===== config.mk =====
export PLATFORM = sky130hd
export DESIGN_NAME = cmo_top
export DESIGN_NICKNAME = d
export VERILOG_FILES = /design/src/common/cmo_pkg.sv /design/src/logic/cmo_decode.sv /design/src/logic/cmo_top.sv
export SDC_FILE = /design/constraint.sdc
export NUM_CORES = 1
export LEC_CHECK = 0
export BUFFER_PORTS_ARGS = -buffer_cell sky130_fd_sc_hd__buf_2
export CAP_MARGIN = 15
export CORE_AREA = 2 2 116 84
export CTS_BUF_LIST = sky130_fd_sc_hd__clkbuf_4 sky130_fd_sc_hd__clkbuf_8 sky130_fd_sc_hd__clkbuf_16
export CTS_CLUSTER_DIAMETER = 200
export DETAILED_ROUTE_END_ITERATION = 10
export DIE_AREA = 0 0 118 86
export GPL_TIMING_DRIVEN = 0
export HOLD_SLACK_MARGIN = 0.06
export PLACE_DENSITY_LB_ADDON = 0.2
export SLEW_MARGIN = 20
export SYNTH_ARGS = -nofsm -noshare
export SYNTH_HDL_FRONTEND = slang
export SYNTH_HIERARCHICAL = 1
export SYNTH_SLANG_ARGS = --single-unit

===== constraint.sdc =====
create_clock -name i_clk_sys -period 4.23 [get_ports i_clk_sys]
set_clock_uncertainty 0.05 [all_clocks]
set_input_delay 0.846 -clock i_clk_sys [delete_from_list [all_inputs] [get_ports i_clk_sys]]
set_output_delay 0.846 -clock i_clk_sys [all_outputs]
set_load 0.03 [all_outputs]

===== src/common/cmo_pkg.sv =====
// ============================================================
package cmo_pkg;

	// ============================================================
	// Register map, byte addresses of each write-only word
	localparam logic [31:0] CMO_ICACHE_INVALIDATE_ALL_ADDR = 32'he000ef50;
	localparam logic [31:0] CMO_RESERVED_ADDR = 32'he000ef54;
	localparam logic [31:0] CMO_ICACHE_INVALIDATE_BY_ADDR_ADDR = 32'he000ef58;
	localparam logic [31:0] CMO_DCACHE_INVALIDATE_BY_ADDR_ADDR = 32'he000ef5c;
	localparam logic [31:0] CMO_DCACHE_INVALIDATE_BY_SETWAY_ADDR = 32'he000ef60;
	localparam logic [31:0] CMO_DCACHE_MAINT_ADDR_UNIF_ADDR = 32'he000ef64;
	localparam logic [31:0] CMO_DCACHE_CLEAN_BY_ADDR_ADDR = 32'he000ef68;
	localparam logic [31:0] CMO_DCACHE_CLEAN_BY_SETWAY_ADDR = 32'he000ef6c;
	localparam logic [31:0] CMO_DCACHE_CLEAN_INVALIDATE_BY_ADDR_ADDR = 32'he000ef70;
	localparam logic [31:0] CMO_SPACE_FIRST_ADDR = 32'he000ef50;
	localparam logic [31:0] CMO_SPACE_LAST_ADDR = 32'he000ef73;

	// ============================================================
	// Set/way field layout defaults
	localparam int CMO_LINE_BITS_DEF = 5;
	localparam int CMO_SET_BITS_DEF = 7;
	localparam int CMO_WAY_BITS_DEF = 2;

	// ============================================================
	// Reset values
	localparam logic [31:0] CMO_RDATA_RESET = 32'h0000_0000;
	localparam logic [31:0] CMO_ADDR_RESET = 32'h0000_0000;

	// ============================================================
	// Cache operations handed to the cache controller
	typedef enum logic [3:0] {
		CMO_OP_NONE = 4'h0,
		CMO_OP_IC_INV_ALL = 4'h1,
		CMO_OP_IC_INV_ADDR = 4'h2,
		CMO_OP_DC_INV_ADDR = 4'h3,
		CMO_OP_DC_INV_SW = 4'h4,
		CMO_OP_DC_CLEAN_UNIF = 4'h5,
		CMO_OP_DC_CLEAN_ADDR = 4'h6,
		CMO_OP_DC_CLEAN_SW = 4'h7,
		CMO_OP_DC_CLEAN_INV_ADDR = 4'h8
	} cmo_op_e;

	// ============================================================
	// Access sequencer states
	typedef enum logic [2:0] {
		CMO_ST_IDLE = 3'b001,
		CMO_ST_ISSUE = 3'b010,
		CMO_ST_DONE = 3'b100
	} cmo_state_e;

endpackage


===== src/logic/cmo_decode.sv =====
`timescale 1ns/1ps
// ============================================================
// Address decoder for the maintenance word space
module cmo_decode (
	input wire logic [31:0] i_addr,
	output logic o_in_space,
	output cmo_pkg::cmo_op_e o_op
);
	logic [31:0] word_addr;

	// Any byte lane of a word selects that word
	assign word_addr = {i_addr[31:2], 2'b00};
	assign o_in_space = (i_addr >= cmo_pkg::CMO_SPACE_FIRST_ADDR) && (i_addr <= cmo_pkg::CMO_SPACE_LAST_ADDR);

	// Word to operation; reserved and foreign words map to none
	always_comb begin
		case (word_addr)
			cmo_pkg::CMO_ICACHE_INVALIDATE_ALL_ADDR: o_op = cmo_pkg::CMO_OP_IC_INV_ALL;
			cmo_pkg::CMO_ICACHE_INVALIDATE_BY_ADDR_ADDR: o_op = cmo_pkg::CMO_OP_IC_INV_ADDR;
			cmo_pkg::CMO_DCACHE_INVALIDATE_BY_ADDR_ADDR: o_op = cmo_pkg::CMO_OP_DC_INV_ADDR;
			cmo_pkg::CMO_DCACHE_INVALIDATE_BY_SETWAY_ADDR: o_op = cmo_pkg::CMO_OP_DC_INV_SW;
			cmo_pkg::CMO_DCACHE_MAINT_ADDR_UNIF_ADDR: o_op = cmo_pkg::CMO_OP_DC_CLEAN_UNIF;
			cmo_pkg::CMO_DCACHE_CLEAN_BY_ADDR_ADDR: o_op = cmo_pkg::CMO_OP_DC_CLEAN_ADDR;
			cmo_pkg::CMO_DCACHE_CLEAN_BY_SETWAY_ADDR: o_op = cmo_pkg::CMO_OP_DC_CLEAN_SW;
			cmo_pkg::CMO_DCACHE_CLEAN_INVALIDATE_BY_ADDR_ADDR: o_op = cmo_pkg::CMO_OP_DC_CLEAN_INV_ADDR;
			default: o_op = cmo_pkg::CMO_OP_NONE;
		endcase
	end
endmodule // cmo_decode


===== src/logic/cmo_top.sv =====
`timescale 1ns/1ps
// ============================================================
// Cache maintenance register port
module cmo_top #(
	parameter int LINE_BITS = cmo_pkg::CMO_LINE_BITS_DEF,
	parameter int SET_BITS = cmo_pkg::CMO_SET_BITS_DEF,
	parameter int WAY_BITS = cmo_pkg::CMO_WAY_BITS_DEF
) (
	input wire logic i_clk_sys,
	input wire logic i_resetn,
	input wire logic i_req,
	input wire logic i_write,
	input wire logic i_priv,
	input wire logic [31:0] i_addr,
	input wire logic [31:0] i_wdata,
	input wire logic i_op_ready,
	output logic o_ack,
	output logic o_bus_fault,
	output logic [31:0] o_rdata,
	output logic o_op_valid,
	output cmo_pkg::cmo_op_e o_op_code,
	output logic o_op_icache,
	output logic o_op_clean,
	output logic o_op_inval,
	output logic o_op_setway,
	output logic o_op_point_of_unification,
	output logic [31:0] o_op_addr,
	output logic [SET_BITS-1:0] o_op_set,
	output logic [WAY_BITS-1:0] o_op_way
);
	cmo_pkg::cmo_state_e state_q, state_d;
	logic ack_q, ack_d;
	logic fault_q, fault_d;
	logic [31:0] rdata_q, rdata_d;
	logic op_valid_q, op_valid_d;
	cmo_pkg::cmo_op_e code_q, code_d;
	logic icache_q, icache_d;
	logic clean_q, clean_d;
	logic inval_q, inval_d;
	logic setway_q, setway_d;
	logic unif_q, unif_d;
	logic [31:0] addr_q, addr_d;
	logic [SET_BITS-1:0] set_q, set_d;
	logic [WAY_BITS-1:0] way_q, way_d;
	logic in_space;
	cmo_pkg::cmo_op_e dec_op;
	logic take;
	logic [31:0] line_addr;

	// ============================================================
	// Word decode
	cmo_decode u_decode (
		.i_addr(i_addr),
		.o_in_space(in_space),
		.o_op(dec_op)
	);

	// Only one access is in flight; new ones are taken in idle
	assign take = i_req && (state_q == cmo_pkg::CMO_ST_IDLE);
	// Line-aligned target; low bits below a line are meaningless
	assign line_addr = {i_wdata[31:LINE_BITS], LINE_BITS'(0)};

	// ============================================================
	// Sequencer and answer
	always_comb begin
		state_d = state_q;
		ack_d = 1'b0;
		fault_d = 1'b0;
		rdata_d = cmo_pkg::CMO_RDATA_RESET;
		case (state_q)
			cmo_pkg::CMO_ST_IDLE: begin
				if (take) begin
					if (in_space && !i_priv) begin
						state_d = cmo_pkg::CMO_ST_DONE;
						ack_d = 1'b1;
						fault_d = 1'b1;
					end else if (i_write && dec_op != cmo_pkg::CMO_OP_NONE) begin
						state_d = cmo_pkg::CMO_ST_ISSUE;
					end else begin
						// Reads and the reserved word only answer
						state_d = cmo_pkg::CMO_ST_DONE;
						ack_d = 1'b1;
					end
				end
			end
			cmo_pkg::CMO_ST_ISSUE: begin
				// Hold the store until the cache takes the operation
				if (i_op_ready) begin
					state_d = cmo_pkg::CMO_ST_DONE;
					ack_d = 1'b1;
				end
			end
			cmo_pkg::CMO_ST_DONE: begin
				state_d = cmo_pkg::CMO_ST_IDLE;
			end
			default: begin
				state_d = cmo_pkg::CMO_ST_IDLE;
			end
		endcase
	end

	// Sequencer registers
	always_ff @(posedge i_clk_sys) begin
		if (!i_resetn) begin
			state_q <= cmo_pkg::CMO_ST_IDLE;
			ack_q <= 1'b0;
			fault_q <= 1'b0;
			rdata_q <= cmo_pkg::CMO_RDATA_RESET;
		end else begin
			state_q <= state_d;
			ack_q <= ack_d;
			fault_q <= fault_d;
			rdata_q <= rdata_d;
		end
	end

	// ============================================================
	// Operation command to the cache controller
	always_comb begin
		op_valid_d = op_valid_q;
		code_d = code_q;
		icache_d = icache_q;
		clean_d = clean_q;
		inval_d = inval_q;
		setway_d = setway_q;
		unif_d = unif_q;
		addr_d = addr_q;
		set_d = set_q;
		way_d = way_q;
		if (op_valid_q && i_op_ready) begin
			op_valid_d = 1'b0;
		end
		if (take && i_priv && i_write && dec_op != cmo_pkg::CMO_OP_NONE) begin
			op_valid_d = 1'b1;
			code_d = dec_op;
			addr_d = line_addr;
			set_d = i_wdata[LINE_BITS +: SET_BITS];
			way_d = i_wdata[31 -: WAY_BITS];
			icache_d = 1'b0;
			clean_d = 1'b0;
			inval_d = 1'b0;
			setway_d = 1'b0;
			unif_d = 1'b0;
			case (dec_op)
				cmo_pkg::CMO_OP_IC_INV_ALL: begin
					// Whole cache, so no address is meaningful
					icache_d = 1'b1;
					inval_d = 1'b1;
					unif_d = 1'b1;
					addr_d = cmo_pkg::CMO_ADDR_RESET;
				end
				cmo_pkg::CMO_OP_IC_INV_ADDR: begin
					icache_d = 1'b1;
					inval_d = 1'b1;
					unif_d = 1'b1;
				end
				cmo_pkg::CMO_OP_DC_INV_ADDR: begin
					inval_d = 1'b1;
				end
				cmo_pkg::CMO_OP_DC_INV_SW: begin
					inval_d = 1'b1;
					setway_d = 1'b1;
				end
				cmo_pkg::CMO_OP_DC_CLEAN_UNIF: begin
					clean_d = 1'b1;
					unif_d = 1'b1;
				end
				cmo_pkg::CMO_OP_DC_CLEAN_ADDR: begin
					clean_d = 1'b1;
				end
				cmo_pkg::CMO_OP_DC_CLEAN_SW: begin
					clean_d = 1'b1;
					setway_d = 1'b1;
				end
				cmo_pkg::CMO_OP_DC_CLEAN_INV_ADDR: begin
					clean_d = 1'b1;
					inval_d = 1'b1;
				end
				default: begin
					op_valid_d = 1'b0;
				end
			endcase
		end
	end

	// Command registers
	always_ff @(posedge i_clk_sys) begin
		if (!i_resetn) begin
			op_valid_q <= 1'b0;
			code_q <= cmo_pkg::CMO_OP_NONE;
			icache_q <= 1'b0;
			clean_q <= 1'b0;
			inval_q <= 1'b0;
			setway_q <= 1'b0;
			unif_q <= 1'b0;
			addr_q <= cmo_pkg::CMO_ADDR_RESET;
			set_q <= '0;
			way_q <= '0;
		end else begin
			op_valid_q <= op_valid_d;
			code_q <= code_d;
			icache_q <= icache_d;
			clean_q <= clean_d;
			inval_q <= inval_d;
			setway_q <= setway_d;
			unif_q <= unif_d;
			addr_q <= addr_d;
			set_q <= set_d;
			way_q <= way_d;
		end
	end

	// ============================================================
	// Outputs straight from flops
	assign o_ack = ack_q;
	assign o_bus_fault = fault_q;
	assign o_rdata = rdata_q;
	assign o_op_valid = op_valid_q;
	assign o_op_code = code_q;
	assign o_op_icache = icache_q;
	assign o_op_clean = clean_q;
	assign o_op_inval = inval_q;
	assign o_op_setway = setway_q;
	assign o_op_point_of_unification = unif_q;
	assign o_op_addr = addr_q;
	assign o_op_set = set_q;
	assign o_op_way = way_q;
endmodule // cmo_top


Word-level counts from Yosys, hierarchy flattened
Cells that the tools add are included.
- memory bits (writable): 0
- memories kept: 0
- ROM bits: 0
- word-level logic and storage cells: 75
- latch bits: 0
- output and inout bits: 85
- input bits: 70
- register bits: 56
- multiplexer cells: 21
- $add $sub $neg: 0
- multiply operators: 0
- eq/ne operators: 20
- $lt $le $gt $ge: 2
- shifts and indexed selects: 0
- divide/modulo/power cells: 0
- bitwise logic cells: 0
- reduce and logical (&&, ||, !) cells: 19
- operator list (kind ; count):
    30-bit == test, second input constant ; 8
    32-bit greater-or-equal comparator, second input constant ; 1
    32-bit less-or-equal comparator, second input constant ; 1
    32-bit two-way mux ; 1
    4-bit one-hot mux with 8 select lines ; 1
    4-bit by 3-bit == test with 1-bit output, second input constant ; 4
    1-bit two-way mux ; 13
    3-bit two-way mux ; 4
    4-bit by 2-bit == test with 1-bit output, second input constant ; 2
    1-bit logical AND ; 8
    8-bit OR reduction ; 1
    3-bit one-hot mux with 2 select lines ; 1
    5-bit OR reduction ; 1
    4-bit by 1-bit == test with 1-bit output, second input constant ; 1
    4-bit == test, second input constant ; 1
    2-bit inequality test, second input constant ; 2
    4-bit nonzero test ; 1
    2-bit OR reduction ; 2
    4-bit OR reduction ; 1
    3-bit by 1-bit == test with 1-bit output, second input constant ; 1
    3-bit by 2-bit == test with 1-bit output, second input constant ; 1
    3-bit AND reduction ; 1
    3-bit OR reduction ; 1
    1-bit one-hot mux with 2 select lines ; 1
    other kinds (3) ; 3

Depth between registers and ports, before layout
- depth in word-level cells: 8
- gate-level depth with buffers: 9
- depth with buffers taken out: 6

By module
Netlist, hierarchy kept.
- by module, submodules not included (module ; instances ; cells each ; area an instance (µm²) ; sequential area each (µm²)):
    cmo_top ; 1 ; 279 ; 2483.6 ; 1021.0
    cmo_decode ; 1 ; 24 ; 182.7 ; 0.0

Least setup slack after synthesis
Ideal clock, no wire load.
- path type: input to register
- start point: input port i_addr[17]
- end point: register addr_q[11] (netlist: o_op_addr[11])
- library setup time: 0.121 ns
- data arrival time: 3.201 ns
- setup slack: 0.857 ns
- buffers on the path: 3
- stages on the path: 9
- data required time: 4.059 ns
- cell sequence: or4_1 > or4_4 > a211oi_2 > buf_6 > or4b_1 > buf_2 > buf_1 > nand3_1 > mux2i_1
- cells in the longest elaborated chain, start to end: 4
- elaborated cells between the ends (all ways): 13
- classes of those cells: eq/ne (9); mux (2); reduce/logical (2)
- RTL lines (what ; RTL line ; source):
    start: declaration ; cmo_top.sv:14 ; input wire logic [31:0] i_addr,
    30-bit == test ; cmo_decode.sv:17 ; case (word_addr)
    4-bit one-hot mux with 8 select lines (*) ; cmo_decode.sv:17 ;
    named net dec_op[0] ; cmo_top.sv:46 ; cmo_pkg::cmo_op_e dec_op;
    4-bit by 1-bit == test with 1-bit output / 4-bit nonzero test (equally long branches) ; cmo_top.sv:144, cmo_top.sv:133 ;
    32-bit two-way mux / 1-bit logical AND (equally long branches) ; cmo_top.sv:144, cmo_top.sv:133 ;
    end signal: assignment ; cmo_top.sv:196 ; addr_q <= cmo_pkg::CMO_ADDR_RESET;
    end signal: assignment ; cmo_top.sv:207 ; addr_q <= addr_d;
    end: declaration ; cmo_top.sv:42 ; logic [31:0] addr_q, addr_d;
The timed path passes the listed nets; every way through them passes the cells marked *.
A chain may end at the register's enable or synchronous reset.

Final worst setup path
- start point: input port i_addr[17]
- end point: register addr_q[28] (netlist: o_op_addr[28])
Same word-level chain as after synthesis.

==> flow_metrics.py <==
metrics = {
    "run_status": {
        "status": "finished clean",
    },
    "clock_network": {
        "cts_buffer_depth": 2,
        "cts_resized": 0,
        "cts.sinks": 51,
        "clk_latency_ps": 280,
        "cts_tree": "done",
        "path_clk_slew_ps": 70,
        "cts_made_buffers": 5,
        "cts_root_buf": "clkbuf_16",
        "cts_hold_buf": 0,
        "h-tree-depth": 2,
        "cts_setup_buffers": 0,
    },
    "placement": {
        "dp_hpwl_um": 5490,
        "dp.cells": 572,
        "place_congestion": 0.752,
        "postPlaceCellArea_um2": 3500,
        "portBuffers": 109,
    },
    "drt": {
        "wl_per_cell_um": 12.2,
        "via_per_inst": 4.27,
        "drt_iter0_drc": 143,
        "routed_wl_um": 7040,
        "vias": 2470,
        "route.detailed.drc": 0,
        "dr.pass1.iters": 4,
        "ant_nets": 0,
    },
    "timing": {
        "drv_slew": 0,
        "hold_viol": 0,
        "period_needed_ps": 3510,
        "slew_headroom": 0.648,
        "worst_pin_slew_ps": 529,
        "clock.fmax_ghz": 0.285,
        "final-setup-viol-count": 0,
        "post-route-period-util": 0.829,
        "tns_ps": 0,
        "rsz0062_at_grt": "no",
    },
    "power": {
        "p_clk_frac": 0.387,
        "internal_power_w": 0.000757,
        "switching_share": 0.263,
        "vdd_drop_max_v": 0.000167,
        "powerDensity_nw_per_um2": 282,
        "p_switching_w": 0.000269,
        "p_seq_frac": 0.470,
        "p_leak_nw": 1.93,
        "p_comb_frac": 0.143,
    },
    "synthesis": {
        "ys_seq_elements": 51,
        "ys_seq_area_frac": 0.383,
        "async_reset_ff_frac": 0,
        "avgSynthCellArea_um2": 8.80,
        "synthCells": 303,
        "synth_cell_types": 44,
        "synth_edf_count": 0,
        "ys_dominant_reg_cell": "dfxtp_1",
        "synth_area_um2": 2670,
        "ys_warn_count": 6,
    },
    "floorplanning": {
        "fp.dieH_um": 86,
        "num_rows": 29,
        "die-area_um2": 10100,
        "core-area_um2": 8960,
        "die_x_um": 118,
        "io_pins": 155,
        "start_util": 0.298,
    },
    "global_route": {
        "track_usage": 0.133,
        "grt_pass1_wl_um": 10900,
        "grt_remaining_overflow": 0,
        "antenna_found_initial": 0,
        "grt_pass1_vias": 2167,
        "grt_max_degree": 16,
    },
    "critical_path": {
        "cp-end-kind": "flop",
        "cp-start-kind": "input port",
        "crit_arrival_ps": 3680,
        "cp_data_required_time_ps": 4400,
        "crit_type": "input port to flop",
        "cp_max_fo": 10,
    },
    "final_layout": {
        "stdcell_area_um2": 3640,
        "layout_common_cells": "buf_2, nand2_1, dfxtp_1",
        "final_common_cell": "buf_2",
        "drive_gt1_frac": 0.374,
        "fin_nets": 525,
        "synthToLayoutAreaGrowth_pct": 36.6,
        "fill_cells": 946,
        "finalNonFillerCells": 579,
        "antenna_cells": 0,
    },
    "flow_run": {
        "maxCapViolations": 0,
    },
    "min_path": {
        "hp-class": "flop to flop",
    },
}
through the flow:
step                      worst slack [ps]  hold slack, ps  power, W  utilization
after floorplan                        857             403  0.000597            -
after global placement                 514             390  0.000639        0.391
after detailed placement               441             400  0.000640        0.391
after CTS                              737             410   0.00104        0.406
after global routing                   520             424   0.00107        0.406
final                                  723             405   0.00103        0.406
per-layer routing:
| layer | track usage | share of wire | vias to the layer above |
|---|---|---|---|
| li1 | - | - | 1269 |
| met2 | 0.204 | 0.44 | 75 |
| met3 | 0.0386 | 0.064 | 4 |
| met5 | 0 | 0 | - |
| met4 | 0.0230 | 0.0051 | 0 |
| met1 | 0.187 | 0.50 | 1122 |
state kept, by name (all words and copies together), names as in the netlist, 2 cells and up:
signal and flops:
o_op_addr 27, o_op_set 7, o_op_code 4, state_q 3, o_op_way 2
area by class of cell:
class                   instances  area, um2  area share
flip-flops and latches         51       1020       0.280
multi-input cells             228       1380       0.379
clock buffers                   5        125      0.0344
plain buffers                  59        397       0.109
inverters                       1       3.75     0.00103
well taps                     124        155      0.0426
repair buffers                109        546       0.150
clock inverters                 2       13.8     0.00378
critical path: stages:
cell,delay (ps)
buf_2,90
or4_1,520
or4_4,570
nor3_1,220
clkbuf_1,350
or4b_1,170
buf_2,210
buf_1,410
nand3_1,140
mux2i_1,140
final timing paths:
| kind | from | to | slack (ps) | cells after the start |
|---|---|---|---|---|
| worst max-delay path | i_addr[17] | o_op_addr[28]$_SDFFE_PN0P_ | 720 | 10 |
| worst min-delay path | o_op_code[0]$_SDFFE_PN0P_ | o_op_code[0]$_SDFFE_PN0P_ | 400 | 2 |
| worst max register to register | state_q[2]$_SDFFE_PN0P_ | o_op_code[2]$_SDFFE_PN0P_ | 2730 | 5 |
| worst min register to register | o_op_code[0]$_SDFFE_PN0P_ | o_op_code[0]$_SDFFE_PN0P_ | 400 | 2 |
cell families (layout without fill, tap and decap cells):
| family | after synthesis | after routing | synth area share |
|---|---|---|---|
| buffers and inverters | 60 | 176 | 0.150 |
| AO/OA/AOI/OAI | 17 | 17 | 0.0502 |
| AND/OR/NAND/NOR | 128 | 128 | 0.243 |
| other | 1 | 37 | 0.00141 |
| XOR/XNOR | 1 | 1 | 0.00329 |
| flip-flops | 51 | 51 | 0.383 |
| multiplexers | 45 | 45 | 0.169 |
cells in the mapped netlist, types with 2 or more instances:
master    instances  area, um2
nor2_1            4       15.0
nand3_1          31        155
buf_6             3       33.8
o221a_2           2       22.5
o21ai_1           2       10.0
buf_1             2       7.51
dfxtp_1          51       1020
buf_4            40        300
o21ai_0           2       10.0
nand2_1          64        240
mux2i_1          45        450
or3b_2            2       17.5
nor2b_1           6       37.5
clkbuf_1         12       45.0
nand2b_1          2       12.5
buf_2             2       10.0
nand3b_1          2       15.0
nor3_1            3       15.0
o211ai_1          2       15.0
and3b_1           2       17.5
power by group through the flow:
stage | sequential [W] | combinational (W) | clock, W
detailed placement | 0.000494 | 0.000146 | 0
floorplan | 0.000495 | 0.000102 | 0
finish | 0.000483 | 0.000147 | 0.000397
global placement | 0.000494 | 0.000145 | 0
CTS | 0.000482 | 0.000146 | 0.000411
global route | 0.000483 | 0.000160 | 0.000427
Power figures use the tool's default switching activity.
